===== config.mk =====
export PLATFORM = sky130hd
export DESIGN_NAME = pcsc_top
export DESIGN_NICKNAME = d
export VERILOG_FILES = /design/src/inc/pcsc_pkg.sv /design/src/verilog/pcsc_serial.sv /design/src/verilog/pcsc_sync.sv /design/src/verilog/pcsc_top.sv
export VERILOG_INCLUDE_DIRS = /design/src /design/src/inc
export SDC_FILE = /design/constraint.sdc
export NUM_CORES = 1
export LEC_CHECK = 0
export BUFFER_PORTS_ARGS = -buffer_cell sky130_fd_sc_hd__buf_4
export CORE_MARGIN = 2
export CORE_UTILIZATION = 29
export CTS_CLUSTER_DIAMETER = 120
export DETAILED_ROUTE_END_ITERATION = 16
export PLACE_DENSITY_LB_ADDON = 0.2
export RECOVER_POWER = 25
export SLEW_MARGIN = 20
export SYNTH_ARGS = -nofsm -noshare
export SYNTH_HDL_FRONTEND = slang
export SYNTH_SLANG_ARGS = --single-unit

===== constraint.sdc =====
create_clock -name CLK -period 3.21 [get_ports CLK]
set_input_delay 0.8025 -clock CLK [delete_from_list [all_inputs] [get_ports CLK]]
set_output_delay 0.8025 -clock CLK [all_outputs]
set_load 0.05 [all_outputs]

===== src/inc/pcsc_consts.svh =====
`ifndef PCSC_CONSTS_SVH
`define PCSC_CONSTS_SVH

// Transfer lengths that pick the target register
`define PCSC_LEN_CFG 5'h08
`define PCSC_LEN_R 5'h10
`define PCSC_LEN_A 5'h18
`define PCSC_LEN_INIT 5'h05
`define PCSC_INIT_GROUPS 2'h3

// Configuration register field positions
`define PCSC_C_POL 7
`define PCSC_C_DSEL 6
`define PCSC_C_LDE 5
`define PCSC_C_HOLD 4
`define PCSC_C_STEP_HI 3
`define PCSC_C_STEP_LO 2
`define PCSC_C_PORT 1
`define PCSC_C_OUTB 0
`define PCSC_CFG_RESET 8'h00

// R register layout
`define PCSC_R_MODE_HI 15
`define PCSC_R_MODE_LO 13
`define PCSC_R_DIV_HI 12
`define PCSC_R_MODE_RESET 3'h6
`define PCSC_R_DIV_RESET 13'h0001
`define PCSC_REF_LOW 3'h0
`define PCSC_REF_PASS 3'h3
`define PCSC_REF_DIV2 3'h4

// A register layout
`define PCSC_A_FUNC_HI 23
`define PCSC_A_FUNC_LO 22
`define PCSC_A_TOTAL_HI 17
`define PCSC_A_RESET 24'h000000
`define PCSC_A_PORT_CODE 2'h1

// Init hold time and its cycle count at the core clock
`define PCSC_INIT_HOLD_NS 100
`define PCSC_CLK_PERIOD_NS 8
`define PCSC_INIT_HOLD_CYC ((`PCSC_INIT_HOLD_NS + `PCSC_CLK_PERIOD_NS - 1) / `PCSC_CLK_PERIOD_NS)

`endif


===== src/inc/pcsc_pkg.sv =====
package pcsc_pkg;

  // One finished serial transfer
  typedef struct packed {
    logic [4:0] count;
    logic [23:0] data;
  } pcsc_frame_t;

  // Configuration register fields
  typedef struct packed {
    logic detector_polarity;
    logic detector_select;
    logic lock_detect_enable;
    logic low_power_hold;
    logic current_step_high;
    logic current_step_low;
    logic port_bit;
    logic outb_bit;
  } pcsc_cfg_t;

  typedef enum logic [1:0] {PCSC_RUN, PCSC_HOLD, PCSC_ARM} pcsc_state_t;

endpackage


===== src/verilog/pcsc_serial.sv =====
`timescale 1ns/1ps
`include "pcsc_consts.svh"
// Three-wire serial receiver on synchronised pins
module pcsc_serial import pcsc_pkg::*; (
  input wire logic clk,
  input wire logic rst_n,
  input wire logic sck,
  input wire logic sdi,
  input wire logic strobe_n,
  output logic done,
  output pcsc_frame_t frame,
  output logic init_done,
  output logic shift_msb
);
  logic sck_d;
  logic strobe_d;
  logic [23:0] shreg;
  logic [4:0] count;
  logic init_wait;
  logic [7:0] hold_cnt;
  logic [1:0] groups;

  assign shift_msb = shreg[23];

  // Edge memory
  always_ff @(posedge clk) begin
    if (!rst_n) begin
      sck_d <= 1'b1;
      strobe_d <= 1'b1;
    end else begin
      sck_d <= sck;
      strobe_d <= strobe_n;
    end
  end

  // MSB first shift while strobe is low, frame on strobe rise
  always_ff @(posedge clk) begin
    if (!rst_n) begin
      shreg <= '0;
      count <= '0;
      done <= 1'b0;
      frame <= '0;
    end else begin
      done <= 1'b0;
      if (!strobe_n && sck && !sck_d) begin
        shreg <= {shreg[22:0], sdi};
        if (count != 5'h1F)
          count <= count + 5'h01;
      end
      if (strobe_n && !strobe_d) begin
        done <= 1'b1;
        frame.count <= count;
        frame.data <= shreg;
        count <= '0;
      end
    end
  end

  // Five-bit groups with clock held high after strobe rise
  always_ff @(posedge clk) begin
    if (!rst_n) begin
      init_wait <= 1'b0;
      hold_cnt <= '0;
      groups <= '0;
      init_done <= 1'b0;
    end else begin
      init_done <= 1'b0;
      if (strobe_n && !strobe_d) begin
        init_wait <= (count == `PCSC_LEN_INIT) && sck;
        hold_cnt <= '0;
        if (count != `PCSC_LEN_INIT)
          groups <= '0;
      end else if (init_wait) begin
        if (!sck || !strobe_n) begin
          init_wait <= 1'b0;
          groups <= '0;
        end else if (hold_cnt == 8'(`PCSC_INIT_HOLD_CYC - 1)) begin
          init_wait <= 1'b0;
          if (groups == `PCSC_INIT_GROUPS - 2'h1) begin
            groups <= '0;
            init_done <= 1'b1;
          end else begin
            groups <= groups + 2'h1;
          end
        end else begin
          hold_cnt <= hold_cnt + 8'h01;
        end
      end
    end
  end
endmodule


===== src/verilog/pcsc_sync.sv =====
`timescale 1ns/1ps
// Two-stage synchroniser for pin inputs
module pcsc_sync #(
  parameter int WIDTH = 1
) (
  input wire logic clk,
  input wire logic rst_n,
  input wire logic [WIDTH-1:0] din,
  output logic [WIDTH-1:0] dout
);
  logic [WIDTH-1:0] stage1;

  // Second stage alone reads the first
  always_ff @(posedge clk) begin
    if (!rst_n) begin
      stage1 <= '0;
      dout <= '0;
    end else begin
      stage1 <= din;
      dout <= stage1;
    end
  end
endmodule


===== src/verilog/pcsc_top.sv =====
`timescale 1ns/1ps
`include "pcsc_consts.svh"
// Overview of operation
// - Eight-bit transfer loads configuration register at strobe end, nothing else
// - Polarity bit inverts charge pump and swaps the two pulse outputs
// - Select bit: charge pump active, pair high; clear: pair active, pump floats
// - Lock detect driven only with its enable bit, else static low
// - Hold bit: pump floats, pair high, R and feedback counters stop, bias off
// - In hold, lock detect equals its enable bit
// - All registers keep contents through hold
// - Reference mode kept in hold; in hold, static low mode inhibits reference input
// - Leaving hold: counters and bias back first, detector pulses still blocked
// - First feedback pulse jam-loads R counter, resets detectors, reopens pulses
// - Port bit low, no port: 70, 80, 90, 100 percent
// - Port bit high, no port: 25, 50, 75, 100 percent
// - Port mode: output one follows port bit, 10 percent steps
// - Port bit and open-drain bit unaffected by hold
// - Open-drain output floats when its bit set, low when clear
// - Output one is serial data out after reset
// - A load copies low 13 bits of R first buffer to second
// - Lock detect is AND of the two detector pulses before forcing, not of the pulse output pins
module pcsc_top import pcsc_pkg::*; #(
  parameter int R_WIDTH = 13,
  parameter int FB_WIDTH = 18
) (
  input wire logic CLK,
  input wire logic RST_N,
  input wire logic SER_CLK,
  input wire logic SER_DATA,
  input wire logic SERIAL_LATCH_STROBE_N,
  input wire logic REFERENCE_INPUT,
  input wire logic VCO_INPUT,
  output logic REFERENCE_OUTPUT,
  output logic CHARGE_PUMP_OUTPUT,
  output logic CHARGE_PUMP_OE,
  output logic [6:0] CP_CURRENT_PCT,
  output logic REF_PULSE_OUT_N,
  output logic FB_PULSE_OUT_N,
  output logic LOCK_DETECT_OUTPUT,
  output logic OUTPUT_A,
  output logic OUTPUT_B_O,
  output logic OUTPUT_B_OE,
  output logic BIAS_CURRENT_ON,
  output logic REF_RESISTOR_ON
);
  logic sck;
  logic sdi;
  logic strobe_on;
  logic ref_in;
  logic vco_in;
  logic ref_d;
  logic vco_d;
  logic done;
  pcsc_frame_t frame;
  logic init_done;
  logic shift_msb;
  pcsc_cfg_t cfg;
  logic [2:0] ref_mode;
  logic [R_WIDTH-1:0] r_first;
  logic [R_WIDTH-1:0] r_second;
  logic [23:0] a_reg;
  pcsc_state_t state;
  logic [R_WIDTH-1:0] rcnt;
  logic [FB_WIDTH-1:0] fcnt;
  logic reference_pulse;
  logic feedback_pulse;
  logic up;
  logic dn;
  logic [3:0] refdiv;
  logic counting;
  logic ref_gate;
  logic port_mode;
  logic det_r_n;
  logic det_v_n;
  logic next_ref_out;

  // Charge-pump current in percent of maximum
  function automatic logic [6:0] step_pct(input logic [1:0] sel, input logic coarse);
    logic [6:0] pct;
    pct = 7'h64;
    if (coarse)
      pct = 7'(8'h19 * ({6'h00, sel} + 8'h01));
    else
      pct = 7'(8'h46 + 8'h0A * {6'h00, sel});
    return pct;
  endfunction

  // Divider reload value never below one
  function automatic logic [FB_WIDTH-1:0] at_least_one(input logic [FB_WIDTH-1:0] v);
    return (v == '0) ? {{(FB_WIDTH-1){1'b0}}, 1'b1} : v;
  endfunction

  pcsc_sync #(.WIDTH(5)) u_sync (
    .clk(CLK),
    .rst_n(RST_N),
    .din({SER_CLK, SER_DATA, !SERIAL_LATCH_STROBE_N, REFERENCE_INPUT, VCO_INPUT}), // Strobe inverted: flushes to idle
    .dout({sck, sdi, strobe_on, ref_in, vco_in})
  );

  pcsc_serial u_serial (
    .clk(CLK),
    .rst_n(RST_N),
    .sck(sck),
    .sdi(sdi),
    .strobe_n(!strobe_on),
    .done(done),
    .frame(frame),
    .init_done(init_done),
    .shift_msb(shift_msb)
  );

  // Register loads by transfer length; other lengths ignored
  always_ff @(posedge CLK) begin
    if (!RST_N || init_done) begin
      cfg <= pcsc_cfg_t'(`PCSC_CFG_RESET);
      ref_mode <= `PCSC_R_MODE_RESET;
      r_first <= R_WIDTH'(`PCSC_R_DIV_RESET);
      r_second <= R_WIDTH'(`PCSC_R_DIV_RESET);
      a_reg <= `PCSC_A_RESET;
    end else if (done) begin
      case (frame.count)
        `PCSC_LEN_CFG: begin
          cfg <= pcsc_cfg_t'(frame.data[7:0]);
        end
        `PCSC_LEN_R: begin
          ref_mode <= frame.data[`PCSC_R_MODE_HI:`PCSC_R_MODE_LO];
          r_first <= frame.data[R_WIDTH-1:0];
        end
        `PCSC_LEN_A: begin
          a_reg <= frame.data;
          r_second <= r_first;
        end
        default: begin
          a_reg <= a_reg;
        end
      endcase
    end
  end

  // Hold entry and two-step recovery
  always_ff @(posedge CLK) begin
    if (!RST_N) begin
      state <= PCSC_RUN;
    end else begin
      case (state)
        PCSC_RUN: begin
          if (cfg.low_power_hold)
            state <= PCSC_HOLD;
        end
        PCSC_HOLD: begin
          if (!cfg.low_power_hold)
            state <= PCSC_ARM;
        end
        PCSC_ARM: begin
          if (cfg.low_power_hold)
            state <= PCSC_HOLD;
          else if (feedback_pulse)
            state <= PCSC_RUN;
        end
        default: begin
          state <= PCSC_HOLD;
        end
      endcase
    end
  end

  assign counting = (state != PCSC_HOLD);
  assign ref_gate = !((state == PCSC_HOLD) && (ref_mode == `PCSC_REF_LOW));
  assign port_mode = (a_reg[`PCSC_A_FUNC_HI:`PCSC_A_FUNC_LO] == `PCSC_A_PORT_CODE);

  // Input edge memory
  always_ff @(posedge CLK) begin
    if (!RST_N) begin
      ref_d <= 1'b0;
      vco_d <= 1'b0;
    end else begin
      ref_d <= ref_in && ref_gate;
      vco_d <= vco_in;
    end
  end

  // R counter divides reference edges
  always_ff @(posedge CLK) begin
    if (!RST_N) begin
      rcnt <= R_WIDTH'(`PCSC_R_DIV_RESET);
      reference_pulse <= 1'b0;
    end else begin
      reference_pulse <= 1'b0;
      if (state == PCSC_ARM && feedback_pulse) begin
        rcnt <= r_second;
      end else if (counting && ref_in && ref_gate && !ref_d) begin
        if (rcnt <= R_WIDTH'(1)) begin
          rcnt <= R_WIDTH'(at_least_one(FB_WIDTH'(r_second)));
          reference_pulse <= 1'b1;
        end else begin
          rcnt <= rcnt - R_WIDTH'(1);
        end
      end
    end
  end

  // Feedback counter divides by N times 64 plus A
  always_ff @(posedge CLK) begin
    if (!RST_N) begin
      fcnt <= FB_WIDTH'(1);
      feedback_pulse <= 1'b0;
    end else begin
      feedback_pulse <= 1'b0;
      if (counting && vco_in && !vco_d) begin
        if (fcnt <= FB_WIDTH'(1)) begin
          fcnt <= at_least_one(a_reg[`PCSC_A_TOTAL_HI:0]);
          feedback_pulse <= 1'b1;
        end else begin
          fcnt <= fcnt - FB_WIDTH'(1);
        end
      end
    end
  end

  // Phase/frequency detector state, blocked until recovery ends
  always_ff @(posedge CLK) begin
    if (!RST_N) begin
      up <= 1'b0;
      dn <= 1'b0;
    end else if (state != PCSC_RUN) begin
      up <= 1'b0;
      dn <= 1'b0;
    end else if (up && dn) begin
      up <= 1'b0;
      dn <= 1'b0;
    end else begin
      up <= up || reference_pulse;
      dn <= dn || feedback_pulse;
    end
  end

  // Pulse pair before forcing, swapped by polarity
  assign det_r_n = cfg.detector_polarity ? !dn : !up;
  assign det_v_n = cfg.detector_polarity ? !up : !dn;

  // Reference output divider
  always_ff @(posedge CLK) begin
    if (!RST_N) begin
      refdiv <= '0;
    end else if (ref_in && ref_gate && !ref_d) begin
      refdiv <= refdiv + 4'h1;
    end
  end

  // Reference output by mode
  always_comb begin
    next_ref_out = 1'b0;
    if (ref_mode == `PCSC_REF_PASS)
      next_ref_out = ref_in && ref_gate;
    else if (ref_mode >= `PCSC_REF_DIV2)
      next_ref_out = refdiv[2'(ref_mode - `PCSC_REF_DIV2)];
  end

  // Registered pin drivers
  always_ff @(posedge CLK) begin
    if (!RST_N) begin
      REFERENCE_OUTPUT <= 1'b0;
      CHARGE_PUMP_OUTPUT <= 1'b0;
      CHARGE_PUMP_OE <= 1'b0;
      CP_CURRENT_PCT <= 7'h46;
      REF_PULSE_OUT_N <= 1'b1;
      FB_PULSE_OUT_N <= 1'b1;
      LOCK_DETECT_OUTPUT <= 1'b0;
      OUTPUT_A <= 1'b0;
      OUTPUT_B_O <= 1'b0;
      OUTPUT_B_OE <= 1'b1;
      BIAS_CURRENT_ON <= 1'b1;
      REF_RESISTOR_ON <= 1'b1;
    end else begin
      REFERENCE_OUTPUT <= next_ref_out;
      // Charge pump: active only when selected and not holding
      if (cfg.detector_select && state != PCSC_HOLD) begin
        CHARGE_PUMP_OE <= up || dn;
        CHARGE_PUMP_OUTPUT <= cfg.detector_polarity ? dn : up;
      end else begin
        CHARGE_PUMP_OE <= 1'b0;
        CHARGE_PUMP_OUTPUT <= 1'b0;
      end
      if (port_mode)
        CP_CURRENT_PCT <= step_pct({cfg.current_step_high, cfg.current_step_low}, 1'b0);
      else
        CP_CURRENT_PCT <= step_pct({cfg.current_step_high, cfg.current_step_low}, cfg.port_bit);
      // Pair forced high when select bit set or holding
      if (cfg.detector_select || state == PCSC_HOLD) begin
        REF_PULSE_OUT_N <= 1'b1;
        FB_PULSE_OUT_N <= 1'b1;
      end else begin
        REF_PULSE_OUT_N <= det_r_n;
        FB_PULSE_OUT_N <= det_v_n;
      end
      // Lock detect
      if (state == PCSC_HOLD)
        LOCK_DETECT_OUTPUT <= cfg.lock_detect_enable;
      else
        LOCK_DETECT_OUTPUT <= cfg.lock_detect_enable && det_r_n && det_v_n;
      OUTPUT_A <= port_mode ? cfg.port_bit : shift_msb;
      OUTPUT_B_O <= 1'b0;
      OUTPUT_B_OE <= !cfg.outb_bit;
      BIAS_CURRENT_ON <= (state != PCSC_HOLD);
      REF_RESISTOR_ON <= ref_gate;
    end
  end
endmodule

; ---- Word-level counts from Yosys, hierarchy flattened
; Cells that the tools add are included.
[op_classes]
order_cmp = 4
n_reduce_logical = 57
muxes = 36
eq_ne = 17
n_addsub = 9
multipliers = 2
bitwise_logic = 5
[ops]
columns = operator, count
row1 = 13-bit 2-to-1 mux, 4
row2 = 18-bit 2-to-1 mux, 2
row3 = 2-bit 2-to-1 mux, 10
row4 = "18-bit by 1-bit <= comparator with 1-bit output, second input constant", 1
row5 = 18-bit zero test, 1
row6 = "18-bit by 1-bit subtractor with 18-bit output, second input constant", 1
row7 = 1-bit logical AND, 17
row8 = 1-bit 2-to-1 mux, 16
row9 = 7-bit 2-to-1 mux, 2
row10 = "13-bit by 1-bit <= comparator with 1-bit output, second input constant", 1
row11 = 13-bit zero test, 1
row12 = "13-bit by 1-bit subtractor with 13-bit output, second input constant", 1
row13 = 1-bit zero test, 12
row14 = 2-bit AND reduction, 6
row15 = "5-bit equality test, second input constant", 2
row16 = 3-bit AND reduction, 3
row17 = "8-bit by 1-bit adder with 8-bit output, second input constant", 1
row18 = "8-bit by 4-bit equality test with 1-bit output, second input constant", 1
row19 = "7-bit by 6-bit adder with 7-bit output, first input constant", 1
row20 = "5-bit by 3-bit multiplier with 7-bit output, first input constant", 1
row21 = 1-bit logical OR, 6
row22 = "2-bit != test, second input constant", 3
row23 = 2-bit case mux with 3 select lines, 1
row24 = 2-bit nonzero test, 3
row25 = 25 further kinds, 33
[totals]
ff_bits = 204
inputBits = 7
output_inout_bits = 18
elab_cells = 176

; ---- Logic depth before layout (Yosys ltp)
[depth]
depth_word = 7
mapped_depth = 9
mapped_depth_nobuf = 8

; ---- Modules after synthesis
; Synthesis repeated with hierarchy kept, for this count alone.
[unflattened]
hier_cells = 994
hier_area_um2 = 8373.0
[by_module_without_submodules]
columns = module, instances, area_per_inst_um2, seq_area_each_um2, cells_each
row1 = pcsc_top, 1, 5151.2, 2342.2, 641
row2 = pcsc_serial, 1, 2959.1, 1461.4, 333
row3 = pcsc_sync, 1, 262.8, 200.2, 20

; ---- Worst setup path after synthesis
; OpenSTA, ideal clock, no wires.
[synth_timing]
path_type = register to register
startpoint = register fcnt[11]
endpoint = register fcnt[3]
required_ns = 3.082
path_stages_with_launch = 9
t_arrival_ns = 2.446
period_less_slack_ns = 2.574
n_path_buf = 2
slack_ns = 0.636
setup_time_ns = 0.128
cell_sequence = dfxtp_1 > or4_4 > or3_1 > buf_2 > or4_1 > buf_6 > mux2_4 > a22oi_2 > nor2_1
[synth_between]
elab_chain_len = 2
[synth_lines]
columns = item, line_no
row1 = "start, declared", pcsc_top.sv:64  ; logic [FB_WIDTH-1:0] fcnt;
row2 = "start signal, assigned", pcsc_top.sv:211  ; fcnt <= at_least_one(a_reg[`PCSC_A_TOTAL_HI:0]);
row3 = "start signal, assigned", pcsc_top.sv:214  ; fcnt <= fcnt - FB_WIDTH'(1);
row4 = 18-bit by 1-bit <= comparator with 1-bit output, pcsc_top.sv:210  ; if (fcnt <= FB_WIDTH'(1)) begin
row5 = 18-bit 2-to-1 mux, pcsc_top.sv:210
; No other way between the ends.
; A chain may end at the register's enable or synchronous reset.

; ---- Worst setup path after layout
[layout_timing]
startpoint = register fcnt[11]
endpoint = register fcnt[9]
; The elaborated chain is that of the path after synthesis.

==> out/results.ini <==
[run_status]
status=complete, but fails checks
violations=capacitance limit, slew limit

[placement]
gp_congestion=0.780
place_inst=1233
place_hpwl_um=12100
post-place-ws_ps=489
portBuffers=23

[pwr]
peakVddDrop_uv=404
clockPowerShare_pct=43.5
combPwrFrac_pct=7.4
swShare_pct=26.5
p_int_uw=3710
p_leak_uw=0.00319
pwr-share-seq_pct=49.1
power.total_uw=5050
netSwitchingPower_uw=1340
power_density_mw_per_mm2=568

[grt]
use_met2_pct=21.4
grt_antenna_before_repair=0
busiest_layer=met2
grt_pass1_vias=5866
track_usage_pct=13.0
use_met1_pct=17.4
grt_pass1_wl_um=29800
gr-total-overflow=0
grt_max_degree=52
grt.met3_usage_pct=2.70

[min_path]
min_path_type=flop to flop
min_from=cfg[0]

[cts]
clock-sinks=196
clock_path_buffers=2
ctsResizeCount=0
ctsHoldBuffers=0
htreeDepth=4
clk_pin_slew_worst_paths_ps=80
cts_inserted_buffers=17
cts_tree=built
clk_latency_ps=440
postCtsSetupBuffers=0
cts_root_buffer=clkbuf_16

[critical_path]
reg2reg_from=fcnt[11]
timing.critical_path.max_delay_family=simple AND/OR/NAND/NOR gates
critPathMaxStageDelay_ps=690
critPathLaunchType=flop
cp-end-kind=flop
crit_arrival_ps=3040
slowest_stage=or4_1
required_ps=3530
critPathKind=flop to flop
worstPathCellList=or4_4 > or3_1 > or4_1 > buf_4 > a2bb2oi_1 > o21ai_0 > a21oi_1
critical_path_buf_inv_count=1
crit_path_start=fcnt[11]
critPathMaxFanout=9

[cells_and_area]
antenna_cells=0
multiInputGateArea_sq_mm=0.00357
regArea_sq_mm=0.00392
fillers=2740
drive_above_1_share_pct=9.14
area_growth_pct=14.3
largest_register_ffs=25
fin_cells=1265
nets=937

[route]
num_vias=6127
postRouteAntennaNets=0
wire_per_inst_um=14.2
totalWireLength_um=18000
drtPass1Iterations=4
routed_via_density=4.84
initialDrtViolationCount=404
drc_errors=0

[timing]
finalWorstPathRequiredPeriod_ps=2720
slew_violations=36
slew_headroom_pct=-7.63
fin_ws_ps=490
final_hold_viol_count=0
worst_pin_slew_ps=1610
max_freq_mhz=368
clock-skew-final_ps=20.2
finalSetupTns_ps=0
finalCritPeriodShare_pct=84.7
finalSetupViolCount=0
rsz0062_at_grt=no

[synthesis]
synth_xor_area_share_pct=1.69
synth_edf_count=0
synth_top_area_share_pct=50.4
seq_area_frac_synth_pct=50.4
synth_area_sq_mm=0.00778
yosysTopAreaCell=dfxtp_1
syn_avg_cell_area_sq_um=8.56
synth_ff_type=dfxtp_1
yosys.area_share.simple_pct=22.4
synth_area_leaders=dfxtp_1 50%, nand2_1 8.8%, a21oi_1 6.5%
synthTopCellsByCount=196 x dfxtp_1, 183 x nand2_1, 101 x a21oi_1
synth-async-reset-ratio_pct=0
synth_mux_area_share_pct=3.35
ys_seq_elements=196
synth_cells=909
synth.distinct_cells=63
ys_warn_count=0
synthAdderAreaFrac_pct=2.09
synth-compound-area-share_pct=16.2
synthMostInstantiatedCell=dfxtp_1
synth.net_count=929
synth_top_family_by_area=simple AND/OR/NAND/NOR gates

[floorplan]
io_pins=25
rows=59
die_h_um=168
start_util_pct=29.7
die-area_sq_mm=0.0281
core-area_sq_mm=0.0262
die_x_um=168

[flow_run]
cap_violations=1

[cells in the final DEF, fill, tap and decap left out, types with 13 or more instances in the layout]
cell type,synthesis,routed
nor3_1,20,20
nand3_1,23,23
buf_4,1,38
mux2i_1,20,20
a21oi_1,101,101
clkbuf_16,0,17
ha_1,13,13
nor4_1,21,21
o21ai_0,37,37
nand2_1,183,183
inv_1,18,19
a22o_1,25,25
nor2_1,67,67
dfxtp_1,196,196
[stage by stage]
step / hold slack, ps / area [sq um] / utilization [%]
2_1_floorplan: 358 / 7780 / -
6_report: 407 / 8890 / 33.9
3_3_place_gp: 391 / 8300 / 31.7
4_1_cts: 417 / 8910 / 34.0
3_5_place_dp: 397 / 8300 / 31.7
5_1_grt: 414 / 8890 / 33.9
[cell type report]
cell class	count	area share (%)
Clock buffer	17	4.78
Clock inverter	15	2.07
Inverter	19	0.802
Multi-Input combinational cell	641	40.1
Sequential cell	196	44.1
Tap cell	335	4.71
Timing Repair Buffer	42	3.38
[worst paths after layout]
| check | slack (ps) | end | depth (start not counted) |
|---|---|---|---|
| max | 490 | fcnt[9] | 7 |
| min | 410 | OUTPUT_B_OE | 1 |
| max reg2reg | 490 | fcnt[9] | 7 |
| min reg2reg | 410 | OUTPUT_B_OE | 1 |
[power by group through the flow]
stage | sequential (uW) | clock (uW) | combinational (uW)
2_1_floorplan | 2530 | 0 | 297
3_3_place_gp | 2540 | 0 | 376
4_1_cts | 2480 | 2250 | 374
5_1_grt | 2480 | 2350 | 419
6_report | 2480 | 2200 | 373
3_5_place_dp | 2540 | 0 | 374
[metal layers]
metal / up-vias / routed length [um] / share of wire (%)
met3: 6 / 430 / 2.4
met5: - / 0 / 0
met4: 0 / 136 / 0.76
met2: 70 / 8560 / 48
li1: 3178 / - / -
met1: 2873 / 8870 / 49
[kinds of logic (layout without fill, tap and decap cells)]
kind of cell,count (synthesis),after routing
multiplexers,24,24
other,1,1
XOR/XNOR,15,15
adder cells (fa/ha/maj),13,13
AO/OA/AOI/OAI,207,207
flip-flops,196,196
buffers and inverters,72,93
AND/OR/NAND/NOR,381,381
(Power assumes the default switching activity.)
